==> src/gst_pkg.sv <==
// Shared constants and types for the gated sixteen-bit timer
package gst_pkg;

	// Register byte addresses on the AXI4-Lite bus
	localparam logic [7:0] GST_ADDR_CNT_LO = 8'h00;
	localparam logic [7:0] GST_ADDR_CNT_HI = 8'h04;
	localparam logic [7:0] GST_ADDR_TCTL = 8'h08;
	localparam logic [7:0] GST_ADDR_GCTL = 8'h0C;
	localparam logic [7:0] GST_ADDR_FLAG = 8'h10;

	// timer_control_reg field positions
	localparam int GST_TCTL_CS_LSB = 6;
	localparam int GST_TCTL_PS_LSB = 4;
	localparam int GST_TCTL_SYNCDIS = 2;
	localparam int GST_TCTL_ON = 0;

	// gate_control_reg field positions
	localparam int GST_GCTL_GE = 7;
	localparam int GST_GCTL_POL = 6;
	localparam int GST_GCTL_TM = 5;
	localparam int GST_GCTL_SPM = 4;
	localparam int GST_GCTL_GO = 3;
	localparam int GST_GCTL_VAL = 2;
	localparam int GST_GCTL_GSS_LSB = 0;

	// Flag register positions, write one to clear
	localparam int GST_FLAG_GEV = 1;
	localparam int GST_FLAG_OVF = 0;

	// Reset values
	localparam logic [15:0] GST_CNT_RST = 16'h0000;
	localparam logic [7:0] GST_TCTL_RST = 8'h00;
	localparam logic [7:0] GST_GCTL_RST = 8'h00;

	// clock_select_field codes
	localparam logic [1:0] GST_CS_INSTR = 2'h0;
	localparam logic [1:0] GST_CS_SYS = 2'h1;
	localparam logic [1:0] GST_CS_EXT = 2'h2;
	localparam logic [1:0] GST_CS_LFOSC = 2'h3;

	// gate_source_field codes
	localparam logic [1:0] GST_GSS_PIN = 2'h0;
	localparam logic [1:0] GST_GSS_COMP = 2'h1;

	// Timing: system clock period and instruction clock divide
	localparam int GST_CLK_PERIOD_NS = 100;
	localparam int GST_INSTR_DIV = 4;
	localparam logic [1:0] GST_INSTR_LAST = 2'(GST_INSTR_DIV - 1);
	localparam logic [15:0] GST_CNT_MAX = 16'hFFFF;

	// AXI responses
	localparam logic [1:0] GST_RESP_OKAY = 2'h0;
	localparam logic [1:0] GST_RESP_SLVERR = 2'h2;

	typedef struct packed {
		logic [1:0] cs;
		logic [1:0] ps;
		logic sync_dis;
		logic on;
	} gst_tctl_s;

	typedef struct packed {
		logic ge;
		logic pol;
		logic tm;
		logic spm;
		logic go;
		logic [1:0] gss;
	} gst_gctl_s;

endpackage : gst_pkg

==> src/gst_timer.sv <==
// Gated sixteen-bit timer with AXI4-Lite register access
// Contract
// - Sixteen-bit up count, read and written as high and low bytes.
// - Off when on bit clear; free running or gated per gate enable.
// - Clock select: 11 osc, 10 pin, 01 system, 00 system/4.
// - System clock source advances four counts per instruction cycle.
// - External source counts pin rising edges, synchronised or not.
// - External rising edge counts only after a falling edge was seen.
// - Prescaler divides selected clock by 1, 2, 4 or 8.
// - Prescale counter hidden from software, cleared by count writes.
// - Sync disable lets external counting run through sleep and wake.
// - Mode switch may drop or add one increment.
// - Byte reads always valid; overflow between byte reads possible.
// - Gated mode counts only while gate active, else holds.
// - Polarity bit picks active gate level.
// - Gate source: 0 gate pin, 1 companion timer wrap pulse.
// - Companion wrap pulse feeds the gate logic internally.
// - Toggle mode flip-flop toggles per active-going gate edge, cleared while toggle mode off.
// - Single pulse armed by go, counts one gate pulse, clears go.
// - After go clears, further gate events are ignored.
// - Toggle plus single pulse counts one full gate source cycle.
// - Gate level readable as status, even with gating off.
// - Falling gate level sets gate event flag, even with gating off.
// - Count wrap from FFFF to 0000 sets overflow flag.
//
// Added by the designer: register access over AXI4-Lite and the register offsets.
`timescale 1ns/1ps
`default_nettype none
module gst_timer (
	input wire logic clk,
	input wire logic resetn,
	input wire logic awvalid,
	output logic awready,
	input wire logic [7:0] awaddr,
	input wire logic wvalid,
	output logic wready,
	input wire logic [31:0] wdata,
	input wire logic [3:0] wstrb,
	output logic bvalid,
	input wire logic bready,
	output logic [1:0] bresp,
	input wire logic arvalid,
	output logic arready,
	input wire logic [7:0] araddr,
	output logic rvalid,
	input wire logic rready,
	output logic [31:0] rdata,
	output logic [1:0] rresp,
	input wire logic external_clock_pin,
	input wire logic external_gate_pin,
	input wire logic low_freq_internal_osc,
	input wire logic companion_timer_wrap_pulse,
	input wire logic sleep,
	output logic overflow_flag,
	output logic gate_event_flag,
	output logic wake
);
	import gst_pkg::*;

	// Bus slave state
	logic aw_got_q, w_got_q;
	logic [7:0] waddr_q;
	logic [7:0] wbyte_q;
	logic wlane_q;
	logic awready_q, wready_q, bvalid_q, arready_q, rvalid_q;
	logic [1:0] bresp_q, rresp_q;
	logic [31:0] rdata_q;
	logic do_write;
	logic wr_lo, wr_hi, wr_tctl, wr_gctl, wr_flag, wr_cnt;
	logic w_mapped, r_mapped;
	logic [7:0] rd_byte;

	// Timer state
	logic [15:0] cnt_q;
	gst_tctl_s tctl_q;
	gst_gctl_s gctl_q;
	logic ovf_q, gev_q, wake_q;
	logic [1:0] phase_q;
	logic [2:0] presc_q;
	logic [2:0] presc_last;
	logic src_tick, pre_tick, inc, cnt_en, run_ok;

	// Pin synchronisers and edge history
	logic ck_s1_q, ck_s2_q, ck_d_q;
	logic gt_s1_q, gt_s2_q;
	logic lf_s1_q, lf_s2_q, lf_d_q;
	logic ck_rise, ck_fall, lf_rise;
	logic ext_armed_q, ext_pend_q, ext_tick;

	// Gate path
	logic gate_raw, gate_act, gate_act_d_q, gate_act_rise;
	logic tog_q, gate_sel, gate_sel_d_q, sel_rise, sel_fall;
	logic sp_q, gate_level, gval_q, gval_fall;

	// Bus write channel: address and data taken in either order
	assign do_write = aw_got_q && w_got_q && !bvalid_q;
	assign w_mapped = (waddr_q == GST_ADDR_CNT_LO) || (waddr_q == GST_ADDR_CNT_HI) ||
		(waddr_q == GST_ADDR_TCTL) || (waddr_q == GST_ADDR_GCTL) ||
		(waddr_q == GST_ADDR_FLAG);
	assign wr_lo = do_write && wlane_q && (waddr_q == GST_ADDR_CNT_LO);
	assign wr_hi = do_write && wlane_q && (waddr_q == GST_ADDR_CNT_HI);
	assign wr_tctl = do_write && wlane_q && (waddr_q == GST_ADDR_TCTL);
	assign wr_gctl = do_write && wlane_q && (waddr_q == GST_ADDR_GCTL);
	assign wr_flag = do_write && wlane_q && (waddr_q == GST_ADDR_FLAG);
	assign wr_cnt = wr_lo || wr_hi;

	always_ff @(posedge clk) begin
		if (!resetn) begin
			aw_got_q <= 1'b0;
			awready_q <= 1'b1;
			waddr_q <= 8'h00;
		end else if (awvalid && awready_q) begin
			aw_got_q <= 1'b1;
			awready_q <= 1'b0;
			waddr_q <= {awaddr[7:2], 2'h0};
		end else if (do_write) begin
			aw_got_q <= 1'b0;
		end else if (bvalid_q && bready) begin
			awready_q <= 1'b1;
		end
	end

	always_ff @(posedge clk) begin
		if (!resetn) begin
			w_got_q <= 1'b0;
			wready_q <= 1'b1;
			wbyte_q <= 8'h00;
			wlane_q <= 1'b0;
		end else if (wvalid && wready_q) begin
			w_got_q <= 1'b1;
			wready_q <= 1'b0;
			wbyte_q <= wdata[7:0];
			wlane_q <= wstrb[0];
		end else if (do_write) begin
			w_got_q <= 1'b0;
		end else if (bvalid_q && bready) begin
			wready_q <= 1'b1;
		end
	end

	always_ff @(posedge clk) begin
		if (!resetn) begin
			bvalid_q <= 1'b0;
			bresp_q <= GST_RESP_OKAY;
		end else if (do_write) begin
			bvalid_q <= 1'b1;
			bresp_q <= w_mapped ? GST_RESP_OKAY : GST_RESP_SLVERR;
		end else if (bvalid && bready) begin
			bvalid_q <= 1'b0;
		end
	end

	// Read mux; all state is in the clk domain, so a byte read is never torn
	always_comb begin
		r_mapped = 1'b1;
		rd_byte = 8'h00;
		case ({araddr[7:2], 2'h0})
			GST_ADDR_CNT_LO: rd_byte = cnt_q[7:0];
			GST_ADDR_CNT_HI: rd_byte = cnt_q[15:8];
			GST_ADDR_TCTL: begin
				rd_byte[GST_TCTL_CS_LSB +: 2] = tctl_q.cs;
				rd_byte[GST_TCTL_PS_LSB +: 2] = tctl_q.ps;
				rd_byte[GST_TCTL_SYNCDIS] = tctl_q.sync_dis;
				rd_byte[GST_TCTL_ON] = tctl_q.on;
			end
			GST_ADDR_GCTL: begin
				rd_byte[GST_GCTL_GE] = gctl_q.ge;
				rd_byte[GST_GCTL_POL] = gctl_q.pol;
				rd_byte[GST_GCTL_TM] = gctl_q.tm;
				rd_byte[GST_GCTL_SPM] = gctl_q.spm;
				rd_byte[GST_GCTL_GO] = gctl_q.go;
				rd_byte[GST_GCTL_VAL] = gval_q;
				rd_byte[GST_GCTL_GSS_LSB +: 2] = gctl_q.gss;
			end
			GST_ADDR_FLAG: begin
				rd_byte[GST_FLAG_GEV] = gev_q;
				rd_byte[GST_FLAG_OVF] = ovf_q;
			end
			default: r_mapped = 1'b0;
		endcase
	end

	always_ff @(posedge clk) begin
		if (!resetn) begin
			arready_q <= 1'b1;
			rvalid_q <= 1'b0;
			rdata_q <= 32'h0000_0000;
			rresp_q <= GST_RESP_OKAY;
		end else if (arvalid && arready_q) begin
			arready_q <= 1'b0;
			rvalid_q <= 1'b1;
			rdata_q <= {24'h00_0000, rd_byte};
			rresp_q <= r_mapped ? GST_RESP_OKAY : GST_RESP_SLVERR;
		end else if (rvalid_q && rready) begin
			rvalid_q <= 1'b0;
			arready_q <= 1'b1;
		end
	end

	// Control registers
	always_ff @(posedge clk) begin
		if (!resetn) begin
			tctl_q <= gst_tctl_s'(GST_TCTL_RST[7:2]);
		end else if (wr_tctl) begin
			tctl_q.cs <= wbyte_q[GST_TCTL_CS_LSB +: 2];
			tctl_q.ps <= wbyte_q[GST_TCTL_PS_LSB +: 2];
			tctl_q.sync_dis <= wbyte_q[GST_TCTL_SYNCDIS];
			tctl_q.on <= wbyte_q[GST_TCTL_ON];
		end
	end

	// Software write of go wins over the hardware clear in the same cycle
	always_ff @(posedge clk) begin
		if (!resetn) begin
			gctl_q <= gst_gctl_s'(GST_GCTL_RST[6:0]);
		end else if (wr_gctl) begin
			gctl_q.ge <= wbyte_q[GST_GCTL_GE];
			gctl_q.pol <= wbyte_q[GST_GCTL_POL];
			gctl_q.tm <= wbyte_q[GST_GCTL_TM];
			gctl_q.spm <= wbyte_q[GST_GCTL_SPM];
			gctl_q.go <= wbyte_q[GST_GCTL_GO];
			gctl_q.gss <= wbyte_q[GST_GCTL_GSS_LSB +: 2];
		end else if (gctl_q.spm && sp_q && sel_fall) begin
			gctl_q.go <= 1'b0;
		end
	end

	// Pin synchronisers; only the second stage feeds logic
	always_ff @(posedge clk) begin
		if (!resetn) begin
			ck_s1_q <= 1'b0;
			ck_s2_q <= 1'b0;
			ck_d_q <= 1'b0;
			gt_s1_q <= 1'b0;
			gt_s2_q <= 1'b0;
			lf_s1_q <= 1'b0;
			lf_s2_q <= 1'b0;
			lf_d_q <= 1'b0;
		end else begin
			ck_s1_q <= external_clock_pin;
			ck_s2_q <= ck_s1_q;
			ck_d_q <= ck_s2_q;
			gt_s1_q <= external_gate_pin;
			gt_s2_q <= gt_s1_q;
			lf_s1_q <= low_freq_internal_osc;
			lf_s2_q <= lf_s1_q;
			lf_d_q <= lf_s2_q;
		end
	end

	assign ck_rise = ck_s2_q && !ck_d_q;
	assign ck_fall = !ck_s2_q && ck_d_q;
	assign lf_rise = lf_s2_q && !lf_d_q;

	// A rising edge counts only once a falling edge has been seen
	always_ff @(posedge clk) begin
		if (!resetn) begin
			ext_armed_q <= 1'b0;
		end else if (wr_cnt || !tctl_q.on) begin
			ext_armed_q <= 1'b0;
		end else if (ck_fall) begin
			ext_armed_q <= 1'b1;
		end
	end

	// Synchronous mode holds an edge until the instruction cycle boundary;
	// changing sync_dis mid-flight can drop or add one edge
	always_ff @(posedge clk) begin
		if (!resetn) begin
			ext_pend_q <= 1'b0;
		end else if (tctl_q.sync_dis || wr_cnt || phase_q == GST_INSTR_LAST) begin
			ext_pend_q <= 1'b0;
		end else if (ck_rise && ext_armed_q) begin
			ext_pend_q <= 1'b1;
		end
	end

	always_comb begin
		if (tctl_q.sync_dis) begin
			ext_tick = ck_rise && ext_armed_q;
		end else begin
			ext_tick = (phase_q == GST_INSTR_LAST) && (ext_pend_q || (ck_rise && ext_armed_q));
		end
	end

	// Instruction clock phase, free running
	always_ff @(posedge clk) begin
		if (!resetn) begin
			phase_q <= 2'h0;
		end else begin
			phase_q <= phase_q + 2'h1;
		end
	end

	always_comb begin
		case (tctl_q.cs)
			GST_CS_INSTR: src_tick = (phase_q == GST_INSTR_LAST);
			GST_CS_SYS: src_tick = 1'b1;
			GST_CS_EXT: src_tick = ext_tick;
			GST_CS_LFOSC: src_tick = lf_rise;
			default: src_tick = 1'b0;
		endcase
	end

	// Gate source, polarity, toggle and single pulse
	assign gate_raw = (gctl_q.gss == GST_GSS_COMP) ? companion_timer_wrap_pulse : gt_s2_q;
	assign gate_act = gctl_q.pol ? gate_raw : !gate_raw;
	assign gate_act_rise = gate_act && !gate_act_d_q;

	always_ff @(posedge clk) begin
		if (!resetn) begin
			gate_act_d_q <= 1'b0;
			tog_q <= 1'b0;
		end else begin
			gate_act_d_q <= gate_act;
			if (!gctl_q.tm) begin
				tog_q <= 1'b0;
			end else if (gate_act_rise) begin
				tog_q <= !tog_q;
			end
		end
	end

	assign gate_sel = gctl_q.tm ? tog_q : gate_act;
	assign sel_rise = gate_sel && !gate_sel_d_q;
	assign sel_fall = !gate_sel && gate_sel_d_q;

	// Pulse window opens on the first gate edge after go, closes at its end
	always_ff @(posedge clk) begin
		if (!resetn) begin
			gate_sel_d_q <= 1'b0;
			sp_q <= 1'b0;
		end else begin
			gate_sel_d_q <= gate_sel;
			if (!gctl_q.spm || sel_fall) begin
				sp_q <= 1'b0;
			end else if (sel_rise && gctl_q.go) begin
				sp_q <= 1'b1;
			end
		end
	end

	assign gate_level = gctl_q.spm ? sp_q : gate_sel;

	always_ff @(posedge clk) begin
		if (!resetn) begin
			gval_q <= 1'b0;
		end else begin
			gval_q <= gate_level;
		end
	end

	assign gval_fall = !gval_q && gate_level ? 1'b0 : (gval_q && !gate_level);

	// Count enable and prescaler
	assign run_ok = !sleep || (tctl_q.cs == GST_CS_EXT && tctl_q.sync_dis);
	assign cnt_en = tctl_q.on && (!gctl_q.ge || gate_level) && run_ok;

	always_comb begin
		case (tctl_q.ps)
			2'h0: presc_last = 3'h0;
			2'h1: presc_last = 3'h1;
			2'h2: presc_last = 3'h3;
			default: presc_last = 3'h7;
		endcase
	end

	assign pre_tick = src_tick && cnt_en && (presc_q == presc_last);
	assign inc = pre_tick && !wr_cnt;

	always_ff @(posedge clk) begin
		if (!resetn) begin
			presc_q <= 3'h0;
		end else if (wr_cnt) begin
			presc_q <= 3'h0;
		end else if (src_tick && cnt_en) begin
			presc_q <= (presc_q == presc_last) ? 3'h0 : presc_q + 3'h1;
		end
	end

	// Count; a byte write takes priority over a coinciding increment
	always_ff @(posedge clk) begin
		if (!resetn) begin
			cnt_q <= GST_CNT_RST;
		end else if (wr_lo) begin
			cnt_q[7:0] <= wbyte_q;
		end else if (wr_hi) begin
			cnt_q[15:8] <= wbyte_q;
		end else if (inc) begin
			cnt_q <= cnt_q + 16'h0001;
		end
	end

	// Flags: hardware set wins over a write-one clear
	always_ff @(posedge clk) begin
		if (!resetn) begin
			ovf_q <= 1'b0;
			gev_q <= 1'b0;
			wake_q <= 1'b0;
		end else begin
			if (inc && cnt_q == GST_CNT_MAX) begin
				ovf_q <= 1'b1;
			end else if (wr_flag && wbyte_q[GST_FLAG_OVF]) begin
				ovf_q <= 1'b0;
			end
			if (gval_fall) begin
				gev_q <= 1'b1;
			end else if (wr_flag && wbyte_q[GST_FLAG_GEV]) begin
				gev_q <= 1'b0;
			end
			wake_q <= sleep && inc && cnt_q == GST_CNT_MAX;
		end
	end

	assign awready = awready_q;
	assign wready = wready_q;
	assign bvalid = bvalid_q;
	assign bresp = bresp_q;
	assign arready = arready_q;
	assign rvalid = rvalid_q;
	assign rdata = rdata_q;
	assign rresp = rresp_q;
	assign overflow_flag = ovf_q;
	assign gate_event_flag = gev_q;
	assign wake = wake_q;
endmodule : gst_timer
`default_nettype wire

==> config.mk <==
export PLATFORM = sky130hd
export DESIGN_NAME = gst_timer
export DESIGN_NICKNAME = d
export VERILOG_FILES = /design/src/gst_pkg.sv /design/src/gst_timer.sv
export SDC_FILE = /design/constraint.sdc
export NUM_CORES = 1
export LEC_CHECK = 0
export BUFFER_PORTS_ARGS = -buffer_cell sky130_fd_sc_hd__buf_2
export CORE_MARGIN = 2
export CORE_UTILIZATION = 40
export CTS_CLUSTER_DIAMETER = 60
export DETAILED_ROUTE_END_ITERATION = 7
export SKIP_CTS_REPAIR_TIMING = 1
export SLEW_MARGIN = 20
export SYNTH_ARGS = -nofsm -noshare
export SYNTH_HDL_FRONTEND = slang
export SYNTH_SLANG_ARGS = --single-unit
==> constraint.sdc <==
create_clock -name clk -period 4.2 [get_ports clk]
set_input_delay 0.63 -clock clk [delete_from_list [all_inputs] [get_ports clk]]
set_output_delay 0.63 -clock clk [all_outputs]
set_load 0.05 [all_outputs]
==> impl_metrics.py, run 1 <==
metrics = {
    "run_status": {
        "status": "completed",
    },
    "final_layout": {
        "fillers": 944,
        "instances_no_fill": 624,
        "final_util": 0.464,
        "layout-drive-gt1-share": 0.158,
        "nNetsFinal": 557,
        "antenna_cells": 0,
        "syn2layout_area_growth_pct": 11.3,
    },
    "drt": {
        "route.met2.wl_mm": 3.99,
        "drc": 0,
        "routed-via-count": 3216,
        "wl_mm": 8.93,
        "wl_per_cell_um": 14.3,
        "drtPass1Iterations": 5,
        "vias_per_cell": 5.15,
        "top_layer": "met4",
        "final_antenna_net_count": 0,
        "m1WireLength_mm": 4.18,
        "drt_iter0_markers": 185,
        "met3_length_um": 520,
    },
    "yosys": {
        "yosysWarnings": 0,
        "ys_ff_latch": 84,
        "synth_edf_count": 0,
        "syn_inst": 447,
        "synthArstFlopShare": 0,
        "syn_area_um2": 3890,
        "yosysSeqAreaShare": 0.432,
        "netlist-cell-type-count": 53,
        "ys.flop_type": "dfxtp_1",
        "syn_area_per_cell_um2": 8.70,
    },
    "worst_setup_path": {
        "path_cells": "nor2b_1, mux2i_1, xor2_1, o311a_1, and2_1, nand4_1, mux2_2",
        "slowest_delay_ps": 700,
        "crit_buf_inv": 0,
        "cp-start-kind": "flip-flop",
        "cp_top_family": "simple AND/OR/NAND/NOR gates",
        "path_class": "reg2reg",
        "required_ps": 4460,
        "worst-path-max-fanout": 19,
        "cpMaxStageDelayCell": "and2_1",
        "cp-end-kind": "flip-flop",
        "cp.arrival_ps": 3220,
    },
    "placement": {
        "hpwl_mm": 6.30,
        "gp_congestion": 0.839,
        "io_buffers": 50,
        "dp.cells": 608,
    },
    "floorplanning": {
        "ioPinCount": 108,
        "num_rows": 35,
        "die_area_um2": 10500,
        "die_w_um": 103,
        "die_height_um": 103,
        "fp.coreArea_um2": 9330,
        "initial_core_util": 0.417,
    },
    "cts": {
        "cts.sinks": 84,
        "cts_buffers": 9,
        "clockBufferDepth": 2,
        "path_clk_slew_ps": 90,
        "root_buffer": "clkbuf_8",
        "htreeDepth": 3,
        "cts_tree": "yes",
        "clock_latency_ps": 370,
    },
    "power_and_ir_drop": {
        "power_density_nw_per_um2": 368,
        "leakage_nw": 1.75,
        "p_total_mw": 1.59,
        "ir_drop_mv": 0.165,
    },
    "global_routing": {
        "antenna_found_initial": 0,
        "grtUsageTotal": 0.184,
        "grt_pass1_wl_mm": 14.8,
        "grt_max_degree": 51,
        "grt-ovfl-total": 0,
        "grt_pass1_vias": 3079,
    },
    "timing": {
        "fin_setup_tns_ps": 0,
        "report.final.slew_viol_count": 0,
        "period_share": 0.706,
        "worst_pin_slew_ps": 774,
        "rsz0062_at_grt": "false",
        "relSlewSlack": 0.484,
        "timing.clock.skew_ps": 7.85,
        "max_clock_freq_mhz": 337,
        "hold_viol": 0,
        "setup_violations": 0,
        "min_period_ps": 2970,
    },
    "run": {
        "max_cap_violations": 0,
    },
    "min_path": {
        "min_path_type": "reg2reg",
    },
}
[per-stage QoR]
| step | area, µm² | worst slack, ps | hold slack, ps |
|---|---|---|---|
| floorplan | 3980 | 1820 | 399 |
| global route | 4330 | 989 | 462 |
| CTS | 4330 | 1220 | 431 |
| global placement | 4130 | 1230 | 411 |
| finish | 4330 | 1230 | 432 |
| detailed placement | 4130 | 1170 | 418 |
[cells in the mapped netlist (5+ instances only)]
cell / n / area [µm²]
a21oi_1: 34 / 170
a22oi_1: 10 / 75.1
a31oi_1: 9 / 56.3
and2_1: 15 / 93.8
and3_1: 7 / 43.8
buf_4: 26 / 195
clkbuf_1: 14 / 52.6
dfxtp_1: 84 / 1680
inv_1: 13 / 48.8
mux2i_1: 18 / 180
mux4_2: 6 / 135
nand2_1: 56 / 210
nand2b_1: 7 / 43.8
nand3_1: 14 / 70.1
nand4_1: 6 / 37.5
nor2_1: 38 / 143
nor2b_1: 6 / 37.5
nor3_1: 7 / 35.0
o21a_1: 5 / 37.5
o21ai_0: 21 / 105
[worst reg2reg max path: cells and delay by family (launching register included)]
family	cells	cell delay, ps
and+or+nand+nor	3	1150
AOI/OAI and AO/OA	1	450
DFF	1	360
muxes	2	580
xor gates and xnor gates	1	330
[metal layers]
metal | vias to the layer above | global-route usage
met5 | - | 0
met4 | 0 | 0.0728
met3 | 20 | 0.0461
met2 | 106 | 0.293
met1 | 1485 | 0.239
li1 | 1605 | -
[cell usage in the layout (no fill, tap or decap), types with 7 or more instances in the layout]
cell / instances
a21oi_1: 34
a22oi_1: 10
a31oi_1: 9
and2_1: 15
and3_1: 7
buf_2: 50
clkbuf_8: 9
conb_1: 26
dfxtp_1: 84
inv_1: 13
mux2i_1: 18
nand2_1: 56
nand2b_1: 7
nand3_1: 14
nor2_1: 38
nor3_1: 7
o21ai_0: 21
[logic make-up (layout without fill, tap and decap cells)]
| kind of cell | after synthesis | count (layout) | share of synthesized area |
|---|---|---|---|
| buffers and inverters | 58 | 81 | 0.0837 |
| DFF | 84 | 84 | 0.432 |
| and+or+nand+nor | 170 | 170 | 0.215 |
| other | 1 | 26 | 0.000964 |
| AOI/OAI and AO/OA | 98 | 98 | 0.155 |
| adders and majority gates | 3 | 3 | 0.00965 |
| muxes | 27 | 27 | 0.0898 |
| xor gates and xnor gates | 6 | 6 | 0.0135 |
[flip-flops by register name (all words and copies together), names as in the netlist, 2 cells and up]
name	flops
cnt_q	16
rdata	8
wbyte_q	8
gctl_q	7
tctl_q	6
waddr_q	6
presc_q	3
phase_q	2
[final cells by class]
class | instances | area (µm²) | area share
clock inverters | 7 | 76.3 | 0.0176
flip-flops and latches | 84 | 1680 | 0.388
clock buffers | 9 | 124 | 0.0286
well taps | 129 | 161 | 0.0373
multi-input cells | 330 | 1980 | 0.456
repair buffers | 51 | 258 | 0.0595
inverters | 14 | 52.6 | 0.0121
[power breakdown]
part           internal (mW)  total [mW]  leakage [nW]  switching (mW)
combinational         0.0394       0.162         0.974           0.123
clock                  0.278       0.591        0.0958           0.313
sequential             0.819       0.839         0.684          0.0198
[final timing paths]
kind	start	slack (ps)	endpoint	depth (start not counted)
max reg2reg	gctl_q[0]	1230	cnt_q[13]	7
min reg2reg	phase_q[0]	430	phase_q[0]	1
max	gctl_q[0]	1230	cnt_q[13]	7
min	phase_q[0]	430	phase_q[0]	1
(Power assumes the default switching activity.)
==> run 2, diff against run 1 <==
- PLACE_DENSITY: not set -> 0.66
- clock period: 4.2 -> 2.5 ns (I/O delays scaled with it)
==> run 2 against run 1 <==
Compared with the run above: core utilization is 1.1 points higher; combinational power rose by 71%; non-clock buffer count is 12 higher; global-route usage is 0.50 points lower; sequential power grew 68%; routed wire length increased by 0.77%; fmax increased by 28%; hold slack worse by 210 ps; cell area grew 2.3%; largest cell class unchanged; highest routed layer unchanged.
==> impl_metrics.py, run 2 (synthesis results as in run 1) <==
metrics = {
    "global_routing": {
        "grt-ovfl-total": 0,
        "grt_max_degree": 52,
        "grt_pass1_vias": 3011,
        "antenna_found_initial": 0,
        "grt_pass1_wl_mm": 14.6,
        "grtUsageTotal": 0.179,
    },
    "floorplanning": {
        "ioPinCount": 108,
        "num_rows": 35,
        "die_height_um": 103,
        "initial_core_util": 0.417,
        "die_w_um": 103,
        "fp.coreArea_um2": 9330,
        "die_area_um2": 10500,
    },
    "worst_setup_path": {
        "cp-end-kind": "flip-flop",
        "cp.arrival_ps": 2560,
        "ff2ff_path_depth": 7,
        "cp-start-kind": "flip-flop",
        "crit_start": "waddr_q[5]",
        "cp-endpoint": "cnt_q[2]",
        "r2r-end": "cnt_q[2]",
        "ff2ff_setup_slack_ps": 190,
        "worst-path-max-fanout": 9,
        "timing.rr.start": "waddr_q[5]",
        "path_class": "reg2reg",
        "required_ps": 2750,
    },
    "timing": {
        "report.final.slew_viol_count": 0,
        "rsz0062_at_grt": "false",
        "relSlewSlack": 0.641,
        "min_period_ps": 2310,
        "worst_pin_slew_ps": 539,
        "timing.clock.skew_ps": 7.60,
        "setup_violations": 0,
        "hold_viol": 0,
        "max_clock_freq_mhz": 432,
        "fin_setup_tns_ps": 0,
        "period_share": 0.926,
    },
    "placement": {
        "io_buffers": 50,
        "hpwl_mm": 6.59,
        "gp_congestion": 0.911,
    },
    "cts": {
        "cts_buffers": 9,
        "clock_latency_ps": 350,
        "path_clk_slew_ps": 90,
        "clockBufferDepth": 2,
        "root_buffer": "clkbuf_8",
        "htreeDepth": 3,
        "cts.sinks": 84,
        "cts_tree": "yes",
    },
    "drt": {
        "vias_per_cell": 5.17,
        "drt_iter0_markers": 126,
        "drtPass1Iterations": 4,
        "wl_mm": 9.00,
        "wl_per_cell_um": 14.1,
        "drc": 0,
        "final_antenna_net_count": 0,
        "routed-via-count": 3289,
    },
    "final_layout": {
        "syn2layout_area_growth_pct": 13.9,
        "layout_common_cells": "dfxtp_1, nand2_1, buf_2",
        "largest_reg_flops": 16,
        "multi_input_area_um2": 1980,
        "nNetsFinal": 569,
        "largest_register": "cnt_q",
        "layout-drive-gt1-share": 0.178,
        "fillers": 939,
        "final_common_cell": "dfxtp_1",
        "regArea_um2": 1680,
        "antenna_cells": 0,
    },
    "run": {
        "max_cap_violations": 0,
    },
    "power_and_ir_drop": {
        "leakage_nw": 1.83,
        "ir_drop_mv": 0.324,
        "power_density_nw_per_um2": 602,
        "p_total_mw": 2.67,
    },
    "min_path": {
        "min_path_type": "in2reg",
    },
    "run_status": {
        "status": "completed",
    },
}
run 2: worst min-delay path by stage:
| stage | from | end | slack (ps) | cells after the start |
|---|---|---|---|---|
| 6_report | low_freq_internal_osc | lf_s1_q | 230 | 2 |
| 5_1_grt | external_clock_pin | ck_s1_q | 220 | 2 |
| 4_1_cts | low_freq_internal_osc | lf_s1_q | 210 | 2 |
| 3_5_place_dp | phase_q[0] | phase_q[0] | 420 | 1 |
| 3_3_place_gp | phase_q[0] | phase_q[0] | 410 | 1 |
| 2_1_floorplan | phase_q[0] | phase_q[0] | 400 | 1 |
run 2: through the flow:
stage	cells	setup WS, ps	instance area (µm²)	hold WS [ps]	util
floorplan	472	123	3980	399	-
global placement	620	239	4230	408	0.454
detailed placement	620	189	4230	417	0.454
CTS	636	172	4430	210	0.475
global route	636	60.9	4430	216	0.475
finish	636	185	4430	226	0.475
run 2: metal layers:
| layer | wire length [µm] | vias up | GRT usage | part of all wire |
|---|---|---|---|---|
| met3 | 455 | 8 | 0.0346 | 0.051 |
| li1 | - | 1625 | - | - |
| met1 | 4070 | 1550 | 0.229 | 0.45 |
| met4 | 113 | 0 | 0.0564 | 0.013 |
| met2 | 4360 | 106 | 0.303 | 0.48 |
| met5 | 0 | - | 0 | 0 |
run 2: power by group:
group	switching, mW	total (mW)	leakage, nW	internal (mW)
sequential	0.0352	1.41	0.684	1.38
combinational	0.207	0.277	1.04	0.0699
clock	0.510	0.981	0.106	0.471
run 2: area by class of cell:
cell class                      count  area share
Inverter                           14      0.0119
Sequential cell                    84       0.380
Multi-Input combinational cell    330       0.446
Timing Repair Buffer               63      0.0814
Tap cell                          129      0.0364
Clock inverter                      7      0.0167
Clock buffer                        9      0.0280
run 2: worst max-delay path: stages (launching register included):
cell and delay, ps:
dfxtp_1 320, or3_1 420, nor4b_4 280, and2b_1 210
nor2_1 100, and2_1 290, a32o_1 300, o31a_1 280
==> run 3, diff against run 2 <==
- ABC_AREA: not set -> 1
- SLEW_MARGIN: 20 -> not set
==> run 3 against run 2 <==
Compared with the run above: critical path depth up 5; register-to-register slack better by 350 ps; hold slack worse by 21 ps; non-clock buffer count down 10; largest cell class unchanged; sequential share of layout area down 1.4 points; global-route usage up 0.14 points.
==> impl_metrics.py, run 3 <==
metrics = {
    "timing": {
        "period_share": 0.787,
        "report.final.slew_viol_count": 0,
        "max_clock_freq_mhz": 508,
        "relSlewSlack": 0.597,
        "fin_setup_tns_ps": 0,
        "setup_violations": 0,
        "min_period_ps": 1970,
        "hold_viol": 0,
        "timing.clock.skew_ps": 16.8,
        "rsz0062_at_grt": "false",
        "worst_pin_slew_ps": 601,
    },
    "cts": {
        "clockBufferDepth": 2,
        "cts_buffers": 9,
        "clock_latency_ps": 350,
        "htreeDepth": 3,
        "cts_tree": "yes",
        "root_buffer": "clkbuf_8",
        "cts.sinks": 84,
        "path_clk_slew_ps": 80,
    },
    "worst_setup_path": {
        "required_ps": 2750,
        "cp-end-kind": "flip-flop",
        "crit_start": "gctl_q[1]",
        "worst-path-max-fanout": 19,
        "cp-start-kind": "flip-flop",
        "path_class": "reg2reg",
        "timing.rr.start": "gctl_q[1]",
        "cp.arrival_ps": 2210,
    },
    "power_and_ir_drop": {
        "p_sw_frac": 0.287,
        "pwr-share-clk": 0.354,
        "share_comb_of_total_power": 0.122,
        "p_int_mw": 1.92,
        "power_density_nw_per_um2": 585,
        "ir_drop_mv": 0.329,
        "leakage_nw": 1.96,
        "seqPwrFrac": 0.524,
        "power_switching_uw": 773,
    },
    "drt": {
        "final_antenna_net_count": 0,
        "vias_per_cell": 4.90,
        "wl_mm": 9.75,
        "drtPass1Iterations": 4,
        "drt_iter0_markers": 143,
        "wl_per_cell_um": 12.9,
        "routed-via-count": 3711,
        "drc": 0,
    },
    "final_layout": {
        "final_common_cell": "nand2_1",
        "layout_common_cells": "nand2_1, dfxtp_1, inv_1",
        "design_area_um2": 4600,
        "nNetsFinal": 684,
        "largest_reg_flops": 16,
        "fillers": 1047,
        "largest_register": "cnt_q",
        "multi_input_area_um2": 2000,
        "regArea_um2": 1680,
        "instances_no_fill": 758,
        "syn2layout_area_growth_pct": 10.7,
        "layout-drive-gt1-share": 0.148,
        "antenna_cells": 0,
    },
    "floorplanning": {
        "fp.coreArea_um2": 10200,
        "die_height_um": 106,
        "initial_core_util": 0.407,
        "die_w_um": 106,
        "ioPinCount": 108,
        "num_rows": 37,
        "die_area_um2": 11200,
    },
    "yosys": {
        "synthArstFlopShare": 0,
        "syn_area_per_cell_um2": 7.28,
        "synth_edf_count": 0,
        "netlist-cell-type-count": 43,
        "yosysMostFrequentCell": "nand2_1",
        "synth_top_area_share": 0.404,
        "ys_top_cells_by_count": "nand2_1, dfxtp_1, inv_1",
        "syn_inst": 571,
        "ys_ff_latch": 84,
        "yosysSeqAreaShare": 0.404,
        "synthTopCellsByArea": "dfxtp_1, nand2_1, inv_1, o21ai_0, a21oi_1",
        "yosysWarnings": 0,
        "syn_area_um2": 4160,
        "ys.flop_type": "dfxtp_1",
        "yosys.area.top_type": "dfxtp_1",
    },
    "global_routing": {
        "antenna_found_initial": 0,
        "gr-usage-met2": 0.310,
        "grt_util_met3": 0.0288,
        "use_met1": 0.223,
        "grt.busiest_layer": "met2",
        "grtUsageTotal": 0.180,
        "grt_max_degree": 30,
        "grt_pass1_vias": 3435,
        "grt-ovfl-total": 0,
        "grt_pass1_wl_mm": 16.1,
    },
    "min_path": {
        "min_path_type": "in2reg",
        "min_from": "external_gate_pin",
    },
    "run": {
        "max_cap_violations": 0,
    },
    "run_status": {
        "status": "completed",
    },
    "placement": {
        "hpwl_mm": 7.32,
        "io_buffers": 50,
        "dp.cells": 742,
        "placed_cell_area_um2": 4420,
        "gp_congestion": 0.874,
    },
}
[run 3: cells by family after synthesis]
group,share of synthesized area
buffers and inverters,0.136
flip-flops,0.404
adder cells (fa/ha/maj),0.00903
other,0.000902
AND/OR/NAND/NOR,0.236
XOR/XNOR,0.0211
AO/OA/AOI/OAI,0.193
[run 3: through the flow]
step                       util  total power [mW]  hold slack [ps]  worst slack, ps
after global routing      0.450              2.80              210              281
final                     0.450              2.69              205              533
after global placement    0.432              1.76              394              546
after detailed placement  0.432              1.77              400              500
after floorplan               -              1.72              390              826
after CTS                 0.450              2.71              198              537
[run 3: final cells by class]
type,count,share of cell area
clock buffer,12,0.0294
clock inverter,4,0.0109
inverter,77,0.0628
multi-input combinational,392,0.435
sequential,84,0.365
tap,136,0.0370
timing repair buffer,53,0.0593
[run 3: worst max-delay path, stage by stage (launching register included)]
cell	delay, ps
dfxtp_1	320
inv_1	110
nand2_1	80
nand2_1	60
nand3_1	80
nand3_1	110
nand3_1	100
nand3_1	160
nand4_4	380
nand2_4	240
inv_1	70
nor2_1	100
nor2_1	40
[run 3: power groups by stage]
| stage | combinational [mW] | clock [mW] | sequential [mW] |
|---|---|---|---|
| 2_1_floorplan | 0.242 | 0 | 1.48 |
| 3_3_place_gp | 0.323 | 0 | 1.44 |
| 3_5_place_dp | 0.329 | 0 | 1.44 |
| 4_1_cts | 0.330 | 0.974 | 1.41 |
| 5_1_grt | 0.361 | 1.02 | 1.42 |
| 6_report | 0.328 | 0.954 | 1.41 |
[run 3: routing by layer]
layer | vias to the layer above | part of all wire
met4 | 0 | 0.022
met3 | 25 | 0.047
met5 | - | 0
met2 | 104 | 0.47
met1 | 1681 | 0.46
li1 | 1901 | -
[run 3: final timing paths]
check / endpoint / slack (ps) / cells past startpoint
max reg2reg: cnt_q[0] / 530 / 12
min: gt_s1_q / 210 / 3
min reg2reg: gt_s2_q / 410 / 2
max: cnt_q[0] / 530 / 12
